File: src/hw/cad_pkg.sv
// Purpose: shared constants for the cpu alu datapath
// Assumes: one cpu clock, one instruction clock per cycle
// Notes:   opcodes, addressing forms, clock counts, reset values
package cad_pkg;
    // sequencer states, one-hot
    typedef enum logic [1:0] {
        ST_IDLE = 2'b01,
        ST_RUN  = 2'b10
    } cad_state_t;

    // operation codes
    localparam logic [3:0] OP_WORD_MOVE_TO_ACC      = 4'h0;
    localparam logic [3:0] OP_WORD_MOVE_FROM_ACC    = 4'h1;
    localparam logic [3:0] OP_WORD_EXCHANGE         = 4'h2;
    localparam logic [3:0] OP_ADD                   = 4'h3;
    localparam logic [3:0] OP_ADD_WITH_CARRY        = 4'h4;
    localparam logic [3:0] OP_SUBTRACT              = 4'h5;
    localparam logic [3:0] OP_SUBTRACT_WITH_BORROW  = 4'h6;
    localparam logic [3:0] OP_AND                   = 4'h7;
    localparam logic [3:0] OP_OR                    = 4'h8;
    localparam logic [3:0] OP_XOR                   = 4'h9;
    localparam logic [3:0] OP_WORD_ADD_IMM          = 4'hA;
    localparam logic [3:0] OP_UNSIGNED_BYTE_MULTIPLY = 4'hB;
    localparam logic [3:0] OP_UNSIGNED_WORD_DIVIDE  = 4'hC;
    localparam logic [3:0] OP_PAIR_DECREMENT        = 4'hD;
    localparam logic [3:0] OP_ROTATE_RIGHT_ONE      = 4'hE;
    localparam logic [3:0] OP_ROTATE_LEFT_ONE       = 4'hF;

    // addressing forms of the byte operations
    localparam logic [3:0] FM_ACC_IMM     = 4'h0;
    localparam logic [3:0] FM_SADDR_IMM   = 4'h1;
    localparam logic [3:0] FM_ACC_REG     = 4'h2;
    localparam logic [3:0] FM_REG_ACC     = 4'h3;
    localparam logic [3:0] FM_ACC_SADDR   = 4'h4;
    localparam logic [3:0] FM_ACC_ABS     = 4'h5;
    localparam logic [3:0] FM_ACC_PTR     = 4'h6;
    localparam logic [3:0] FM_ACC_PTR_OFS = 4'h7;
    localparam logic [3:0] FM_ACC_PTR_B   = 4'h8;
    localparam logic [3:0] FM_ACC_PTR_C   = 4'h9;

    // general register indices and pair codes
    localparam logic [2:0] IDX_X = 3'h0;
    localparam logic [2:0] IDX_A = 3'h1;
    localparam logic [2:0] IDX_C = 3'h2;
    localparam logic [2:0] IDX_B = 3'h3;
    localparam logic [2:0] IDX_L = 3'h6;
    localparam logic [2:0] IDX_H = 3'h7;
    localparam logic [1:0] PAIR_ACC = 2'h0;

    // instruction clock counts
    localparam logic [4:0] CLK_NO_ACCESS      = 5'h04;
    localparam logic [4:0] CLK_SADDR_IMM_FAST = 5'h06;
    localparam logic [4:0] CLK_SADDR_IMM_SLOW = 5'h08;
    localparam logic [4:0] CLK_SHORT_FAST     = 5'h04;
    localparam logic [4:0] CLK_SHORT_SLOW     = 5'h05;
    localparam logic [4:0] CLK_LONG_FAST      = 5'h08;
    localparam logic [4:0] CLK_LONG_SLOW      = 5'h09;
    localparam logic [4:0] CLK_WORD_MOVE      = 5'h04;
    localparam logic [4:0] CLK_WORD_ADD       = 5'h06;
    localparam logic [4:0] CLK_MULTIPLY       = 5'h10;
    localparam logic [4:0] CLK_DIVIDE         = 5'h19;
    localparam logic [4:0] CLK_PAIR_DEC       = 5'h04;
    localparam logic [4:0] CLK_ROTATE         = 5'h02;

    // instruction lengths in bytes
    localparam logic [1:0] LEN_ONE   = 2'h1;
    localparam logic [1:0] LEN_TWO   = 2'h2;
    localparam logic [1:0] LEN_THREE = 2'h3;

    // reset values and special results
    localparam logic [63:0] REGS_RESET    = 64'h0;
    localparam logic [2:0]  FLAGS_RESET   = 3'h0;
    localparam logic [15:0] DIV_ZERO_QUOT = 16'hFFFF;

    // bit positions in the flag load word
    localparam int FLAG_Z_BIT  = 2;
    localparam int FLAG_AC_BIT = 1;
    localparam int FLAG_CY_BIT = 0;
endpackage

File: src/hw/cad_alu.sv
// Purpose: instruction-level alu datapath of an 8-bit cpu core
// Assumes: inputs synchronous to CLK_SYS; memory data valid on MEM_RDATA
//          in the last instruction clock
// Notes:   registers X A C B E D L H live here; loads only when idle
// Function
// - word move/exchange only with BC, DE, HL, 4 clocks
// - one instruction clock per cpu clock period
// - clock counts as for internal rom execution
// - fast column for fast ram or no access
// - slow column for any other data area
// - saddr immediate add writes memory, 6/8 clocks
// - pointer plus offset add, 8/9 clocks
// - add with carry includes incoming carry
// - subtract with borrow also subtracts carry
// - and updates zero flag only
// - or via pointer pair takes 4/5 clocks
// - xor including register destination form
// - word immediate add, no carry in, sets carry, 6 clocks
// - divide pair by C, 25 clocks
// - pair decrement keeps flags, 4 clocks
// - rotate left: bit 7 to bit 0, carry
`timescale 1ns/10ps
module cad_alu
    import cad_pkg::*;
(
    input  wire logic        CLK_SYS,
    input  wire logic        RSTN,
    input  wire logic        START,
    input  wire logic [3:0]  OPCODE,
    input  wire logic [3:0]  FORM,
    input  wire logic [2:0]  REG_SEL,
    input  wire logic [1:0]  PAIR_SEL,
    input  wire logic [7:0]  IMM_BYTE,
    input  wire logic [15:0] IMM_WORD,
    input  wire logic [15:0] ADDR_IN,
    input  wire logic        SLOW_AREA,
    input  wire logic [7:0]  MEM_RDATA,
    input  wire logic        LOAD_EN,
    input  wire logic [2:0]  LOAD_IDX,
    input  wire logic [7:0]  LOAD_DATA,
    input  wire logic        FLAG_LOAD,
    input  wire logic [2:0]  FLAGS_IN,
    output logic             BUSY,
    output logic             DONE,
    output logic             ILLEGAL,
    output logic [1:0]       INSTR_LEN,
    output logic [15:0]      MEM_ADDR,
    output logic             MEM_RE,
    output logic             MEM_WE,
    output logic [7:0]       MEM_WDATA,
    output logic [15:0]      ACC_PAIR,
    output logic [63:0]      REGS_OUT,
    output logic             FLAG_Z,
    output logic             FLAG_AC,
    output logic             FLAG_CY
);
    import cad_pkg::*;

    cad_state_t  state_reg, state_next;
    logic [4:0]  cnt_reg, cnt_next;
    logic [63:0] regs_reg, regs_next;
    logic [2:0]  flags_reg, flags_next;
    logic [3:0]  op_reg, form_reg;
    logic [2:0]  ridx_reg;
    logic [1:0]  pair_reg, len_reg;
    logic [7:0]  imm_reg, wdata_reg, wdata_next;
    logic [15:0] word_reg, addr_reg, addr_next;
    logic        done_reg, illegal_reg, we_reg, rd_reg;

    // byte and pair access into the flat register vector
    function automatic logic [7:0] get_byte(input logic [63:0] r,
                                            input logic [2:0] i);
        get_byte = r[{i, 3'b000} +: 8];
    endfunction
    function automatic logic [15:0] get_pair(input logic [63:0] r,
                                             input logic [1:0] p);
        get_pair = r[{p, 4'b0000} +: 16];
    endfunction
    function automatic logic [63:0] set_byte(input logic [63:0] r,
                                             input logic [2:0] i,
                                             input logic [7:0] v);
        logic [63:0] t;
        t = r;
        t[{i, 3'b000} +: 8] = v;
        set_byte = t;
    endfunction
    function automatic logic [63:0] set_pair(input logic [63:0] r,
                                             input logic [1:0] p,
                                             input logic [15:0] v);
        logic [63:0] t;
        t = r;
        t[{p, 4'b0000} +: 16] = v;
        set_pair = t;
    endfunction
    function automatic logic is_byte_op(input logic [3:0] op);
        is_byte_op = (op >= OP_ADD) && (op <= OP_XOR);
    endfunction
    function automatic logic is_pair_move(input logic [3:0] op);
        is_pair_move = (op <= OP_WORD_EXCHANGE);
    endfunction
    function automatic logic no_access(input logic [3:0] f);
        no_access = (f == FM_ACC_IMM) || (f == FM_ACC_REG)
                    || (f == FM_REG_ACC);
    endfunction
    // refuse accumulator as partner and unknown forms
    function automatic logic legal(input logic [3:0] op,
                                   input logic [3:0] f,
                                   input logic [2:0] r,
                                   input logic [1:0] p);
        if (is_pair_move(op))
            legal = (p != PAIR_ACC);
        else if (is_byte_op(op))
            legal = (f <= FM_ACC_PTR_C) && !(((f == FM_ACC_REG)
                    || (f == FM_REG_ACC)) && (r == IDX_A));
        else
            legal = 1'b1;
    endfunction
    // clock count per operation and form, fast or slow column
    function automatic logic [4:0] clocks_for(input logic [3:0] op,
                                              input logic [3:0] f,
                                              input logic s);
        if (is_pair_move(op))
            clocks_for = CLK_WORD_MOVE;
        else if (op == OP_WORD_ADD_IMM)
            clocks_for = CLK_WORD_ADD;
        else if (op == OP_UNSIGNED_BYTE_MULTIPLY)
            clocks_for = CLK_MULTIPLY;
        else if (op == OP_UNSIGNED_WORD_DIVIDE)
            clocks_for = CLK_DIVIDE;
        else if (op == OP_PAIR_DECREMENT)
            clocks_for = CLK_PAIR_DEC;
        else if (!is_byte_op(op))
            clocks_for = CLK_ROTATE;
        else if (no_access(f))
            clocks_for = CLK_NO_ACCESS;
        else if (f == FM_SADDR_IMM)
            clocks_for = s ? CLK_SADDR_IMM_SLOW : CLK_SADDR_IMM_FAST;
        else if ((f == FM_ACC_SADDR) || (f == FM_ACC_PTR))
            clocks_for = s ? CLK_SHORT_SLOW : CLK_SHORT_FAST;
        else
            clocks_for = s ? CLK_LONG_SLOW : CLK_LONG_FAST;
    endfunction
    function automatic logic [1:0] len_for(input logic [3:0] op,
                                           input logic [3:0] f);
        if (op == OP_WORD_ADD_IMM)
            len_for = LEN_THREE;
        else if ((op == OP_UNSIGNED_BYTE_MULTIPLY)
                 || (op == OP_UNSIGNED_WORD_DIVIDE))
            len_for = LEN_TWO;
        else if (!is_byte_op(op))
            len_for = LEN_ONE;
        else if ((f == FM_SADDR_IMM) || (f == FM_ACC_ABS))
            len_for = LEN_THREE;
        else if (f == FM_ACC_PTR)
            len_for = LEN_ONE;
        else
            len_for = LEN_TWO;
    endfunction

    // request decode
    logic go, go_ok, commit, idle_load;
    assign go        = START && (state_reg == ST_IDLE);
    assign go_ok     = go && legal(OPCODE, FORM, REG_SEL, PAIR_SEL);
    assign commit    = (state_reg == ST_RUN) && (cnt_reg == 5'h01);
    assign idle_load = (state_reg == ST_IDLE);

    // register views
    logic [7:0]  acc_v, xr_v, c_v, b_v, sel_v;
    logic [15:0] ax_v, hl_v, pair_v;
    assign acc_v  = get_byte(regs_reg, IDX_A);
    assign xr_v   = get_byte(regs_reg, IDX_X);
    assign c_v    = get_byte(regs_reg, IDX_C);
    assign b_v    = get_byte(regs_reg, IDX_B);
    assign sel_v  = get_byte(regs_reg, ridx_reg);
    assign ax_v   = get_pair(regs_reg, PAIR_ACC);
    assign pair_v = get_pair(regs_reg, pair_reg);
    assign hl_v   = {get_byte(regs_reg, IDX_H), get_byte(regs_reg, IDX_L)};

    // data address; pointer forms other than plain HL add the offset at issue
    assign addr_next =
        (FORM == FM_ACC_PTR)     ? hl_v :
        (FORM == FM_ACC_PTR_OFS) ? hl_v + {8'h00, IMM_BYTE} :
        (FORM == FM_ACC_PTR_B)   ? hl_v + {8'h00, b_v} :
        (FORM == FM_ACC_PTR_C)   ? hl_v + {8'h00, c_v} : ADDR_IN;

    // byte alu operands by form
    logic [7:0] alu_d, alu_s, byte_res;
    logic       cin, is_sub;
    logic [8:0] sum9;
    logic [4:0] nib5;
    assign alu_d = (form_reg == FM_SADDR_IMM) ? MEM_RDATA :
                   (form_reg == FM_REG_ACC)   ? sel_v : acc_v;
    assign alu_s = ((form_reg == FM_ACC_IMM) || (form_reg == FM_SADDR_IMM))
                   ? imm_reg :
                   (form_reg == FM_ACC_REG) ? sel_v :
                   (form_reg == FM_REG_ACC) ? acc_v : MEM_RDATA;
    assign cin    = ((op_reg == OP_ADD_WITH_CARRY)
                     || (op_reg == OP_SUBTRACT_WITH_BORROW))
                    && flags_reg[FLAG_CY_BIT];
    assign is_sub = (op_reg == OP_SUBTRACT)
                    || (op_reg == OP_SUBTRACT_WITH_BORROW);
    // nine-bit wrap of the difference yields the borrow in bit 8
    assign sum9 = is_sub ? {1'b0, alu_d} - {1'b0, alu_s} - {8'h00, cin}
                         : {1'b0, alu_d} + {1'b0, alu_s} + {8'h00, cin};
    assign nib5 = is_sub ? {1'b0, alu_d[3:0]} - {1'b0, alu_s[3:0]}
                           - {4'h0, cin}
                         : {1'b0, alu_d[3:0]} + {1'b0, alu_s[3:0]}
                           + {4'h0, cin};
    assign byte_res = (op_reg == OP_AND) ? (alu_d & alu_s) :
                      (op_reg == OP_OR)  ? (alu_d | alu_s) :
                      (op_reg == OP_XOR) ? (alu_d ^ alu_s) :
                      sum9[7:0];

    // word results
    logic [16:0] sum17;
    logic [15:0] quot_v, prod_v;
    logic [7:0]  rem_v;
    logic        add_ac16;
    assign sum17    = {1'b0, ax_v} + {1'b0, word_reg};
    assign add_ac16 = ({1'b0, ax_v[3:0]} + {1'b0, word_reg[3:0]}) > 5'h0F;
    assign prod_v   = {8'h00, acc_v} * {8'h00, xr_v};
    // divide by zero: all-ones quotient, remainder keeps X
    assign quot_v = (c_v == 8'h00) ? DIV_ZERO_QUOT : ax_v / {8'h00, c_v};
    assign rem_v  = (c_v == 8'h00) ? xr_v
                    : 8'(ax_v % {8'h00, c_v});

    // execute at commit, otherwise idle loads
    always_comb
    begin
        regs_next  = regs_reg;
        flags_next = flags_reg;
        wdata_next = wdata_reg;
        if (idle_load && LOAD_EN)
            regs_next = set_byte(regs_next, LOAD_IDX, LOAD_DATA);
        if (idle_load && FLAG_LOAD)
            flags_next = FLAGS_IN;
        if (commit)
        begin
            case (op_reg)
                OP_WORD_MOVE_TO_ACC:
                    regs_next = set_pair(regs_reg, PAIR_ACC, pair_v);
                OP_WORD_MOVE_FROM_ACC:
                    regs_next = set_pair(regs_reg, pair_reg, ax_v);
                OP_WORD_EXCHANGE:
                    regs_next = set_pair(set_pair(regs_reg, PAIR_ACC, pair_v),
                                         pair_reg, ax_v);
                OP_WORD_ADD_IMM:
                begin
                    regs_next  = set_pair(regs_reg, PAIR_ACC, sum17[15:0]);
                    flags_next = {sum17[15:0] == 16'h0000, add_ac16,
                                  sum17[16]};
                end
                OP_UNSIGNED_BYTE_MULTIPLY:
                    regs_next = set_pair(regs_reg, PAIR_ACC, prod_v);
                OP_UNSIGNED_WORD_DIVIDE:
                    regs_next = set_byte(set_pair(regs_reg, PAIR_ACC, quot_v),
                                         IDX_C, rem_v);
                OP_PAIR_DECREMENT:
                    regs_next = set_pair(regs_reg, pair_reg,
                                         pair_v - 16'h0001);
                OP_ROTATE_RIGHT_ONE:
                begin
                    regs_next = set_byte(regs_reg, IDX_A,
                                         {acc_v[0], acc_v[7:1]});
                    flags_next[FLAG_CY_BIT] = acc_v[0];
                end
                OP_ROTATE_LEFT_ONE:
                begin
                    regs_next = set_byte(regs_reg, IDX_A,
                                         {acc_v[6:0], acc_v[7]});
                    flags_next[FLAG_CY_BIT] = acc_v[7];
                end
                default:
                begin
                    // byte group: destination by form
                    if (form_reg == FM_SADDR_IMM)
                        wdata_next = byte_res;
                    else if (form_reg == FM_REG_ACC)
                        regs_next = set_byte(regs_reg, ridx_reg, byte_res);
                    else
                        regs_next = set_byte(regs_reg, IDX_A, byte_res);
                    flags_next[FLAG_Z_BIT] = (byte_res == 8'h00);
                    if (op_reg < OP_AND)
                    begin
                        flags_next[FLAG_AC_BIT] = nib5[4];
                        flags_next[FLAG_CY_BIT] = sum9[8];
                    end
                end
            endcase
        end
    end

    // sequencer: one count per cpu clock edge
    always_comb
    begin
        state_next = state_reg;
        cnt_next   = cnt_reg;
        case (state_reg)
            ST_IDLE:
                if (go_ok)
                begin
                    state_next = ST_RUN;
                    cnt_next   = clocks_for(OPCODE, FORM, SLOW_AREA)
                                 - 5'h01;
                end
            ST_RUN:
                if (commit)
                    state_next = ST_IDLE;
                else
                    cnt_next = cnt_reg - 5'h01;
            default:
                state_next = ST_IDLE;
        endcase
    end

    always_ff @(posedge CLK_SYS)
    begin
        if (!RSTN)
        begin
            state_reg <= ST_IDLE;
            cnt_reg   <= 5'h00;
            regs_reg  <= REGS_RESET;
            flags_reg <= FLAGS_RESET;
        end
        else
        begin
            state_reg <= state_next;
            cnt_reg   <= cnt_next;
            regs_reg  <= regs_next;
            flags_reg <= flags_next;
        end
    end

    // issue latches and one-cycle status pulses
    always_ff @(posedge CLK_SYS)
    begin
        if (!RSTN)
        begin
            op_reg <= OP_WORD_MOVE_TO_ACC;
            form_reg <= FM_ACC_IMM;
            ridx_reg <= IDX_X;
            pair_reg <= PAIR_ACC;
            imm_reg <= 8'h00;
            word_reg <= 16'h0000;
            addr_reg <= 16'h0000;
            len_reg <= 2'h0;
            rd_reg <= 1'b0;
            wdata_reg <= 8'h00;
            done_reg <= 1'b0;
            illegal_reg <= 1'b0;
            we_reg <= 1'b0;
        end
        else
        begin
            if (go_ok)
            begin
                op_reg <= OPCODE;
                form_reg <= FORM;
                ridx_reg <= REG_SEL;
                pair_reg <= PAIR_SEL;
                imm_reg <= IMM_BYTE;
                word_reg <= IMM_WORD;
                addr_reg <= addr_next;
                len_reg <= len_for(OPCODE, FORM);
                rd_reg <= is_byte_op(OPCODE) && !no_access(FORM);
            end
            wdata_reg <= wdata_next;
            done_reg <= commit;
            illegal_reg <= go && !go_ok;
            we_reg <= commit && is_byte_op(op_reg)
                      && (form_reg == FM_SADDR_IMM);
        end
    end

    assign BUSY      = (state_reg == ST_RUN);
    assign DONE      = done_reg;
    assign ILLEGAL   = illegal_reg;
    assign INSTR_LEN = len_reg;
    assign MEM_ADDR  = addr_reg;
    assign MEM_RE    = BUSY && rd_reg;
    assign MEM_WE    = we_reg;
    assign MEM_WDATA = wdata_reg;
    assign ACC_PAIR  = regs_reg[15:0];
    assign REGS_OUT  = regs_reg;
    assign FLAG_Z    = flags_reg[FLAG_Z_BIT];
    assign FLAG_AC   = flags_reg[FLAG_AC_BIT];
    assign FLAG_CY   = flags_reg[FLAG_CY_BIT];
endmodule // cad_alu

File: config.mk
export PLATFORM = sky130hd
export DESIGN_NAME = cad_alu
export DESIGN_NICKNAME = d
export VERILOG_FILES = /design/src/hw/cad_pkg.sv /design/src/hw/cad_alu.sv
export SDC_FILE = /design/constraint.sdc
export NUM_CORES = 1
export LEC_CHECK = 0
export BUFFER_PORTS_ARGS = -buffer_cell sky130_fd_sc_hd__buf_2
export CORE_MARGIN = 8
export CORE_UTILIZATION = 35
export CTS_CLUSTER_SIZE = 10
export DETAILED_ROUTE_END_ITERATION = 12
export MAX_ROUTING_LAYER = met4
export PLACE_DENSITY = 0.6
export SLEW_MARGIN = 20
export SYNTH_ARGS = -nofsm -noshare
export SYNTH_HDL_FRONTEND = slang
export SYNTH_SLANG_ARGS = --single-unit
File: constraint.sdc
create_clock -name CLK_SYS -period 53.2 [get_ports CLK_SYS]
set_input_delay 10.64 -clock CLK_SYS [delete_from_list [all_inputs] [get_ports CLK_SYS]]
set_output_delay 10.64 -clock CLK_SYS [all_outputs]
set_load 0.01 [all_outputs]
**Word-level counts from Yosys, hierarchy flattened**

Index checks and enable logic that the tools add are counted.

- Register bits: 141

- $add $sub $neg: 19
- Multipliers: 1
- Divide/modulo/power cells: 2
- Order comparisons: 8
- Eq/ne operators: 46
- Shift-type cells: 9
- Muxes and demuxes: 58
- Bitwise operators: 4
- Reductions and logical operators: 44

Operator list:

| kind | number |
|---|---|
| $pmux 64 s9 | 1 |
| $bwmux 64 | 5 |
| $mux 64 | 4 |
| $shift 8x8->64 const A | 2 |
| $shiftx 16x8->64 | 2 |
| $shiftx 8x8->64 | 2 |
| $mux 16 | 5 |
| $mux 8 | 9 |
| $shift 16x8->64 const A | 1 |
| $shiftx 64x7->16 | 1 |
| $shiftx 64x7->8 | 1 |
| $eq 4x4->1 const B | 14 |
| $add 16x8->16 | 3 |
| $mux 5 | 9 |
| $eq 4x3->1 const B | 8 |
| $mux 4 | 6 |
| $neg 6->8 | 3 |
| $eq 4x2->1 const B | 5 |
| $add 16x16->17 | 1 |
| $div 16x8->16 | 1 |
| $logic_not 16->1 | 1 |
| $logic_not 8->1 | 2 |
| $mod 16x8->16 | 1 |
| $mul 8x8->16 | 1 |
| 48 further kinds | 103 |

**Depth between registers and ports, before layout**

Gate-level depths: netlist of the first run.

- Word-level depth: 16
- Depth in mapped cells: 150

**Least setup slack after synthesis of the first run**

Ideal clock, no wire load.

- Kind: flip-flop to flip-flop
- Start: register regs_reg[23], in the netlist REGS_OUT[23]
- End: register regs_reg[0], in the netlist REGS_OUT[0]
- Setup time: 0.120 ns
- Data arrival time: 31.450 ns
- Required time: 53.080 ns
- Slack: 21.630 ns
- Stages on the path, launching flop included: 146
- Clock period less this slack: 31.570 ns
- Cells stage by stage: dfxtp_1 -> clkbuf_1 -> nor4_1 -> nand2_1 -> nor2_1 -> a21oi_1 -> a21oi_1 -> ha_1 -> or3_1 -> a311oi_1 -> a211oi_1 -> ha_1 -> o211ai_1 -> a211o_1 -> o221a_1 -> or2_2 -> ha_1 -> a21o_1 -> (+110 left out) -> nor3_1 -> and4_1 -> buf_4 -> mux2_2 -> ha_1 -> nor2b_1 -> o21ai_0 -> nand2b_1 -> a21o_1 -> a21oi_1 -> o21ai_0 -> a21oi_1 -> nand2_1 -> nor4_1 -> a22oi_4 -> o21a_1 -> o311a_1 -> o31a_1

- Word-level cells in the longest chain between the ends: 15
- Elaborated cells between the ends (all ways): 29
- Classes of those cells: add/sub (5); div (1); shift (4); mux (15); bitwise (3); reduce/logical (1)

RTL lines:

| item | RTL line | text |
|---|---|---|
| start: declaration | cad_alu.sv:61 | `logic [63:0] regs_reg, regs_next;` |
| start signal: assignment | cad_alu.sv:329 | `regs_reg <= regs_next;` |
| parallel branches: the longest is 13 deep, another holds $div 16x8->16 | -- |  |
| $pmux 64 s9 * | cad_alu.sv:239 | `case (op_reg)` |
| $mux 64 * | cad_alu.sv:237 | `if (commit)` |

Every way passes the cells marked *. The select of a mux whose other input is x is not followed.
A chain may end at the register's enable or synchronous reset.

**Final worst setup path of the first run**

- Start: register regs_reg[20], in the netlist REGS_OUT[20]
- End: register regs_reg[0], in the netlist REGS_OUT[0]

Same word-level chain as after synthesis.

==> results of run 1 <==
## worst register-to-register path, delay by kind of cell, from the launching register on
family,cells,cell delay (ns)
adder cells (fa/ha/maj),15,4.63
AND/OR/NAND/NOR,36,9.14
multiplexers,8,2.74
AO/OA/AOI/OAI,77,18.45
flip-flops,1,0.44
buffers and inverters,2,0.36
## kinds of logic (layout without fill, tap and decap cells)
group	after synthesis	in the layout	share of synthesized area
AO/OA/AOI/OAI	1031	1031	0.308
AND/OR/NAND/NOR	928	928	0.193
buffers and inverters	388	475	0.0686
adder cells (fa/ha/maj)	266	266	0.165
multiplexers	148	148	0.0878
flip-flops	141	141	0.127
XOR/XNOR	126	126	0.0503
other	0	4	0
## layer usage
| layer | GRT usage | wire, µm | vias to the layer above |
|---|---|---|---|
| li1 | - | - | 11300 |
| met3 | 0.0532 | 9050 | 326 |
| met2 | 0.404 | 42200 | 1302 |
| met5 | - | 0 | - |
| met4 | 0.155 | 6310 | 0 |
| met1 | 0.337 | 40100 | 11600 |
## area by class of cell
cell class	instances	share of cell area
Tap cell	846	0.0430
Timing Repair Buffer	268	0.0619
Inverter	175	0.0268
Clock inverter	15	0.00879
Multi-Input combinational cell	2499	0.727
Sequential cell	141	0.115
Antenna cell	4	0.000407
Clock buffer	17	0.0173
## worst max-delay path by stage
stage                       startpoint  slack [ns]  depth (start not counted)          end
after floorplan           REGS_OUT[23]       21.63                        145  REGS_OUT[0]
after global placement    REGS_OUT[20]       18.21                        138  REGS_OUT[0]
after detailed placement  REGS_OUT[20]       17.44                        137  REGS_OUT[0]
after CTS                 REGS_OUT[20]       17.36                        137  REGS_OUT[0]
after global routing      REGS_OUT[20]       14.60                        138  REGS_OUT[0]
final                     REGS_OUT[20]       17.34                        138  REGS_OUT[0]
## placed cells by master (no fill, tap or decap), types with 33 or more instances in the layout
cell,count
a21o_1,38
a211oi_1,53
nor3_1,87
nand2b_1,38
buf_2,195
o21bai_1,33
buf_4,73
mux2_2,35
or3_1,33
o21ai_0,186
o221ai_1,34
mux2i_1,76
nor2_1,290
inv_1,171
xnor2_1,88
dfxtp_1,141
fa_1,45
xor2_1,37
ha_1,221
a21oi_1,301
o21a_1,65
o211ai_1,51
nand2_1,292
a221oi_1,38
a22oi_1,37
o22ai_1,33
## stage by stage
step | cell area, µm² | instances | hold slack [ns] | setup slack [ns]
after floorplan | 22200 | 3028 | 0.427 | 21.63
after global placement | 24000 | 3928 | 0.444 | 18.21
after detailed placement | 24000 | 3928 | 0.447 | 17.44
after CTS | 24600 | 3960 | 0.457 | 17.36
after global routing | 24600 | 3965 | 0.480 | 14.60
final | 24600 | 3965 | 0.457 | 17.34
==> results.toml, run 1 <==
[outcome]
status = "finished, final reports clean"

[placed_design]
io_buffers = 194
dp_hpwl_um = 73300
gp_congestion = 1.01

[drt]
drt_iter0_markers = 2692
drt-total-wl_um = 97600
ant_nets = 0
via_per_inst = 6.16
dr_total_vias = 24400
drc = 0
dr.pass1.iters = 6
wl_per_cell_um = 24.6

[clocking]
clk_pin_slew_worst_paths_ns = 0.08
cts_resized = 0
post_cts_buffers = 0
clock_latency_ns = 0.50
cts_hold_buf = 0
cts_buffers = 17
root_buffer = "clkbuf_16"
cts_max_level = 4
numClockSinks = 141
clockBufferDepth = 2
cts_tree = "yes"

[layout]
multi_input_area_um2 = 17900
regArea_um2 = 2820
final_nets = 3449
final_util = 0.392
fill_cells = 6785
syn_to_final_growth_pct = 10.9
drive_above_1_share = 0.139
largest_reg_flops = 64

[synth]
yosys.area.top_type = "dfxtp_1"
synth-edff-count = 0
synth.most_common_cell = "a21oi_1"
yosysUniqueCellTypes = 98
syn_area_um2 = 22200
yosysWarnings = 0
ys_ff_latch = 141
postSynthNetCount = 3375
synth.area.top_cells = "dfxtp_1 (13%), ha_1 (12%), a21oi_1 (6.8%)"
synthFlopType = "dfxtp_1"
syn_area_per_cell_um2 = 7.33
synth_common_cells = "a21oi_1 (302), nor2_1 (293), nand2_1 (292)"
synth_top_area_share = 0.127
seq_area_frac_synth = 0.127
async_reset_ff_frac = 0
synth_cells = 3028

[min_path]
hold_depth = 2
holdPathEnd = "form_reg[2]"
min_from = "form_reg[2]"
hold_path_class = "reg -> reg"

[global_routing]
grt_antenna_before_repair = 4
grt_pass1_vias = 23100
track_usage = 0.270
grt_max_degree = 80
grt_pass1_wl_um = 144000
grt_overflow = 0

[setup_path]
worst-r2r-cell-count = 138
slowest_delay_ns = 0.96
worstReg2RegEnd = "REGS_OUT[0]"
crit_family = "compound AO/OA/AOI/OAI gates"
reg2reg_from = "REGS_OUT[20]"
cp.buffers_inverters = 2
cp-start-kind = "flip-flop"
timing_worst_setup_path_type = "reg -> reg"
r2r_setup_slack_ns = 17.34
cp_common_cell = "o21a_1"
required_ns = 53.59
cp_slowest_cell = "nor4_1"
cp-end-kind = "flip-flop"
worstPathArrival_ns = 36.25
critical_path.max_fanout = 17

[sta]
fin_skew_ns = 0.0109
max_freq_ghz = 0.0279
max_slew_margin = 0.170
setup_violations = 0
fin_crit_sh = 0.674
finalSetupTns_ns = 0
worst_pin_slew_ns = 1.25
hold_violations = 0
grt_setup_unrepaired = "false"
drv_slew = 0
fin_crit_ns = 35.86

[floorplanning]
start_util = 0.353
row_count = 92
dieHeight_um = 268
fp.coreArea_um2 = 62900
pin_count = 195
dieArea_um2 = 71700
die_width_um = 268

[run]
drv_cap = 0
Power of run 1 is left out: the tool's default activity adds up to more than one toggle a clock period on the data nets, which glitch-free logic cannot reach.
==> run 2: changes to the inputs <==
- ABC_AREA: unset -> 1
- PLACE_DENSITY: 0.6 -> 0.61
- clock period: 53.2 -> 32.7 ns (I/O delays scaled with it)
==> run 2 against run 1 <==
Maximum frequency up 24%. Clock skew up 0.010 ns. Core utilization down 0.26 points. Die area up 6.3%. Highest routed layer unchanged.
==> results.toml, run 2 <==
[drt]
via_per_inst = 5.80
drt-total-wl_um = 110000
dr_total_vias = 28300
drt_iter0_markers = 2934
wl_per_cell_um = 22.7
dr.pass1.iters = 6
ant_nets = 0
drc = 0

[clocking]
cts_max_level = 4
clockBufferDepth = 2
root_buffer = "clkbuf_16"
cts_buffers = 17
clk_pin_slew_worst_paths_ns = 0.08
clock_latency_ns = 0.51
numClockSinks = 141
post_cts_buffers = 0
cts_hold_buf = 0
cts_tree = "yes"
cts_resized = 0

[synth]
yosysUniqueCellTypes = 62
synth-edff-count = 0
synth.area.top_cells = "dfxtp_1 (12%), ha_1 (12%), nand2_1 (11%)"
async_reset_ff_frac = 0
seq_area_frac_synth = 0.119
yosysWarnings = 0
synth.most_common_cell = "nand2_1"
synth_top_area_share = 0.119
syn_area_per_cell_um2 = 6.09
yosys.area.top_type = "dfxtp_1"
ys_ff_latch = 141
synth_cells = 3892
syn_area_um2 = 23700
postSynthNetCount = 4239
synthFlopType = "dfxtp_1"
synth_common_cells = "nand2_1 (724), inv_1 (531), o21ai_0 (408)"

[sta]
drv_slew = 0
finalSetupTns_ns = 0
fin_crit_sh = 0.887
whs_ns = 0.466
max_slew_margin = 0.220
max_freq_ghz = 0.0345
grt_setup_unrepaired = "false"
worst_pin_slew_ns = 1.17
fin_skew_ns = 0.0211
fin_crit_ns = 29.01
setup_violations = 0
hold_violations = 0

[setup_path]
worst-r2r-cell-count = 189
required_ns = 33.13
reg2reg_from = "REGS_OUT[16]"
cp_common_cell = "nand2_1"
critical_path.max_fanout = 20
cp.buffers_inverters = 25
timing_worst_setup_path_type = "reg -> reg"
slowest_delay_ns = 0.59
worstPathArrival_ns = 29.45
cp_slowest_cell = "dfxtp_1"
crit_cells = 189
r2r_setup_slack_ns = 3.69
worstReg2RegEnd = "REGS_OUT[16]"
crit_family = "simple AND/OR/NAND/NOR gates"
cp-start-kind = "flip-flop"
cp-end-kind = "flip-flop"

[run]
drv_cap = 0

[placed_design]
dp.cells = 4834
dp_hpwl_um = 83400
io_buffers = 194
gp_congestion = 1.05

[global_routing]
grt_pass1_vias = 26700
grt_antenna_before_repair = 0
track_usage = 0.285
grt_overflow = 0
grt_max_degree = 71
grt_pass1_wl_um = 166000

[outcome]
status = "finished, final reports clean"

[layout]
largest_reg_flops = 64
drive_above_1_share = 0.104
syn_to_final_growth_pct = 10.3
fin_cells = 4870
final_cell_mix = "nand2_1 (724), inv_1 (531), o21ai_0 (407), nor2_1 (348), a21oi_1 (342)"
final_common_cell = "nand2_1"
final_nets = 4327
fill_cells = 7388

[floorplanning]
dieHeight_um = 276
fp.coreArea_um2 = 67200
pin_count = 195
row_count = 95
die_width_um = 276
start_util = 0.353
dieArea_um2 = 76300

[min_path]
hold_depth = 2
hold_path_class = "reg -> reg"
min_from = "MEM_ADDR[7]"
holdPathEnd = "MEM_ADDR[7]"
[run 2: changes by cell type in the layout (fill, tap and decap cells not counted), moves of 38 or more]
cell      previous run  this run
nand2_1            292       724
inv_1              171       531
o21ai_0            186       407
nand3_1             30       177
mux2i_1             76         0
o21a_1              65         5
nor2_1             290       348
a31oi_1             14        63
xnor2_1             88        44
a21oi_1            301       342
nor3_1              87        47
nand2b_1            38         0
[run 2: worst max path at each step]
stage | slack [ns] | startpoint | to
finish | 3.69 | REGS_OUT[16] | REGS_OUT[16]
global route | 0.56 | REGS_OUT[16] | REGS_OUT[23]
CTS | 3.84 | REGS_OUT[16] | REGS_OUT[16]
floorplan | 6.55 | REGS_OUT[16] | REGS_OUT[16]
detailed placement | 3.91 | REGS_OUT[16] | REGS_OUT[16]
global placement | 4.71 | REGS_OUT[16] | REGS_OUT[16]
[run 2: kinds of logic after synthesis]
group           count (synthesis)  synth area share
fa+ha+maj                     266             0.155
simple gates                 1443             0.269
buf+inv                       767             0.124
xor+xnor                      113            0.0418
flops                         141             0.119
compound gates               1162             0.291
[run 2: cell type report]
class / instances / area (µm²) / area share
sequential: 141 / 2820 / 0.108
clock buffer: 18 / 439 / 0.0168
tap: 873 / 1090 / 0.0418
clock inverter: 14 / 164 / 0.00627
antenna: 4 / 10.0 / 0.000383
multi-input combinational: 2984 / 17900 / 0.686
inverter: 567 / 2130 / 0.0815
timing repair buffer: 269 / 1530 / 0.0587
[run 2: stage by stage]
| step | instance area, µm² | setup WS [ns] | util |
|---|---|---|---|
| after CTS | 26100 | 3.84 | 0.389 |
| after detailed placement | 25500 | 3.91 | 0.380 |
| after global placement | 25500 | 4.71 | 0.380 |
| final | 26100 | 3.69 | 0.389 |
| after floorplan | 23700 | 6.55 | - |
| after global routing | 26100 | 0.557 | 0.389 |
[run 2: metal layers]
layer / GRT usage / vias to the layer above / share of wire
li1: - / 13400 / -
met1: 0.344 / 12900 / 0.40
met2: 0.428 / 1580 / 0.42
met3: 0.0695 / 416 / 0.10
met4: 0.170 / 0 / 0.070
met5: - / - / 0
[run 2: worst register-to-register path: cells and delay by family, from the launching register on]
kind / cells / cell delay [ns]
adder cells (fa/ha/maj): 16 / 5.03
AND/OR/NAND/NOR: 89 / 10.42
flip-flops: 1 / 0.59
buffers and inverters: 25 / 2.85
AO/OA/AOI/OAI: 59 / 10.01
Power of run 2 is left out for the same reason.
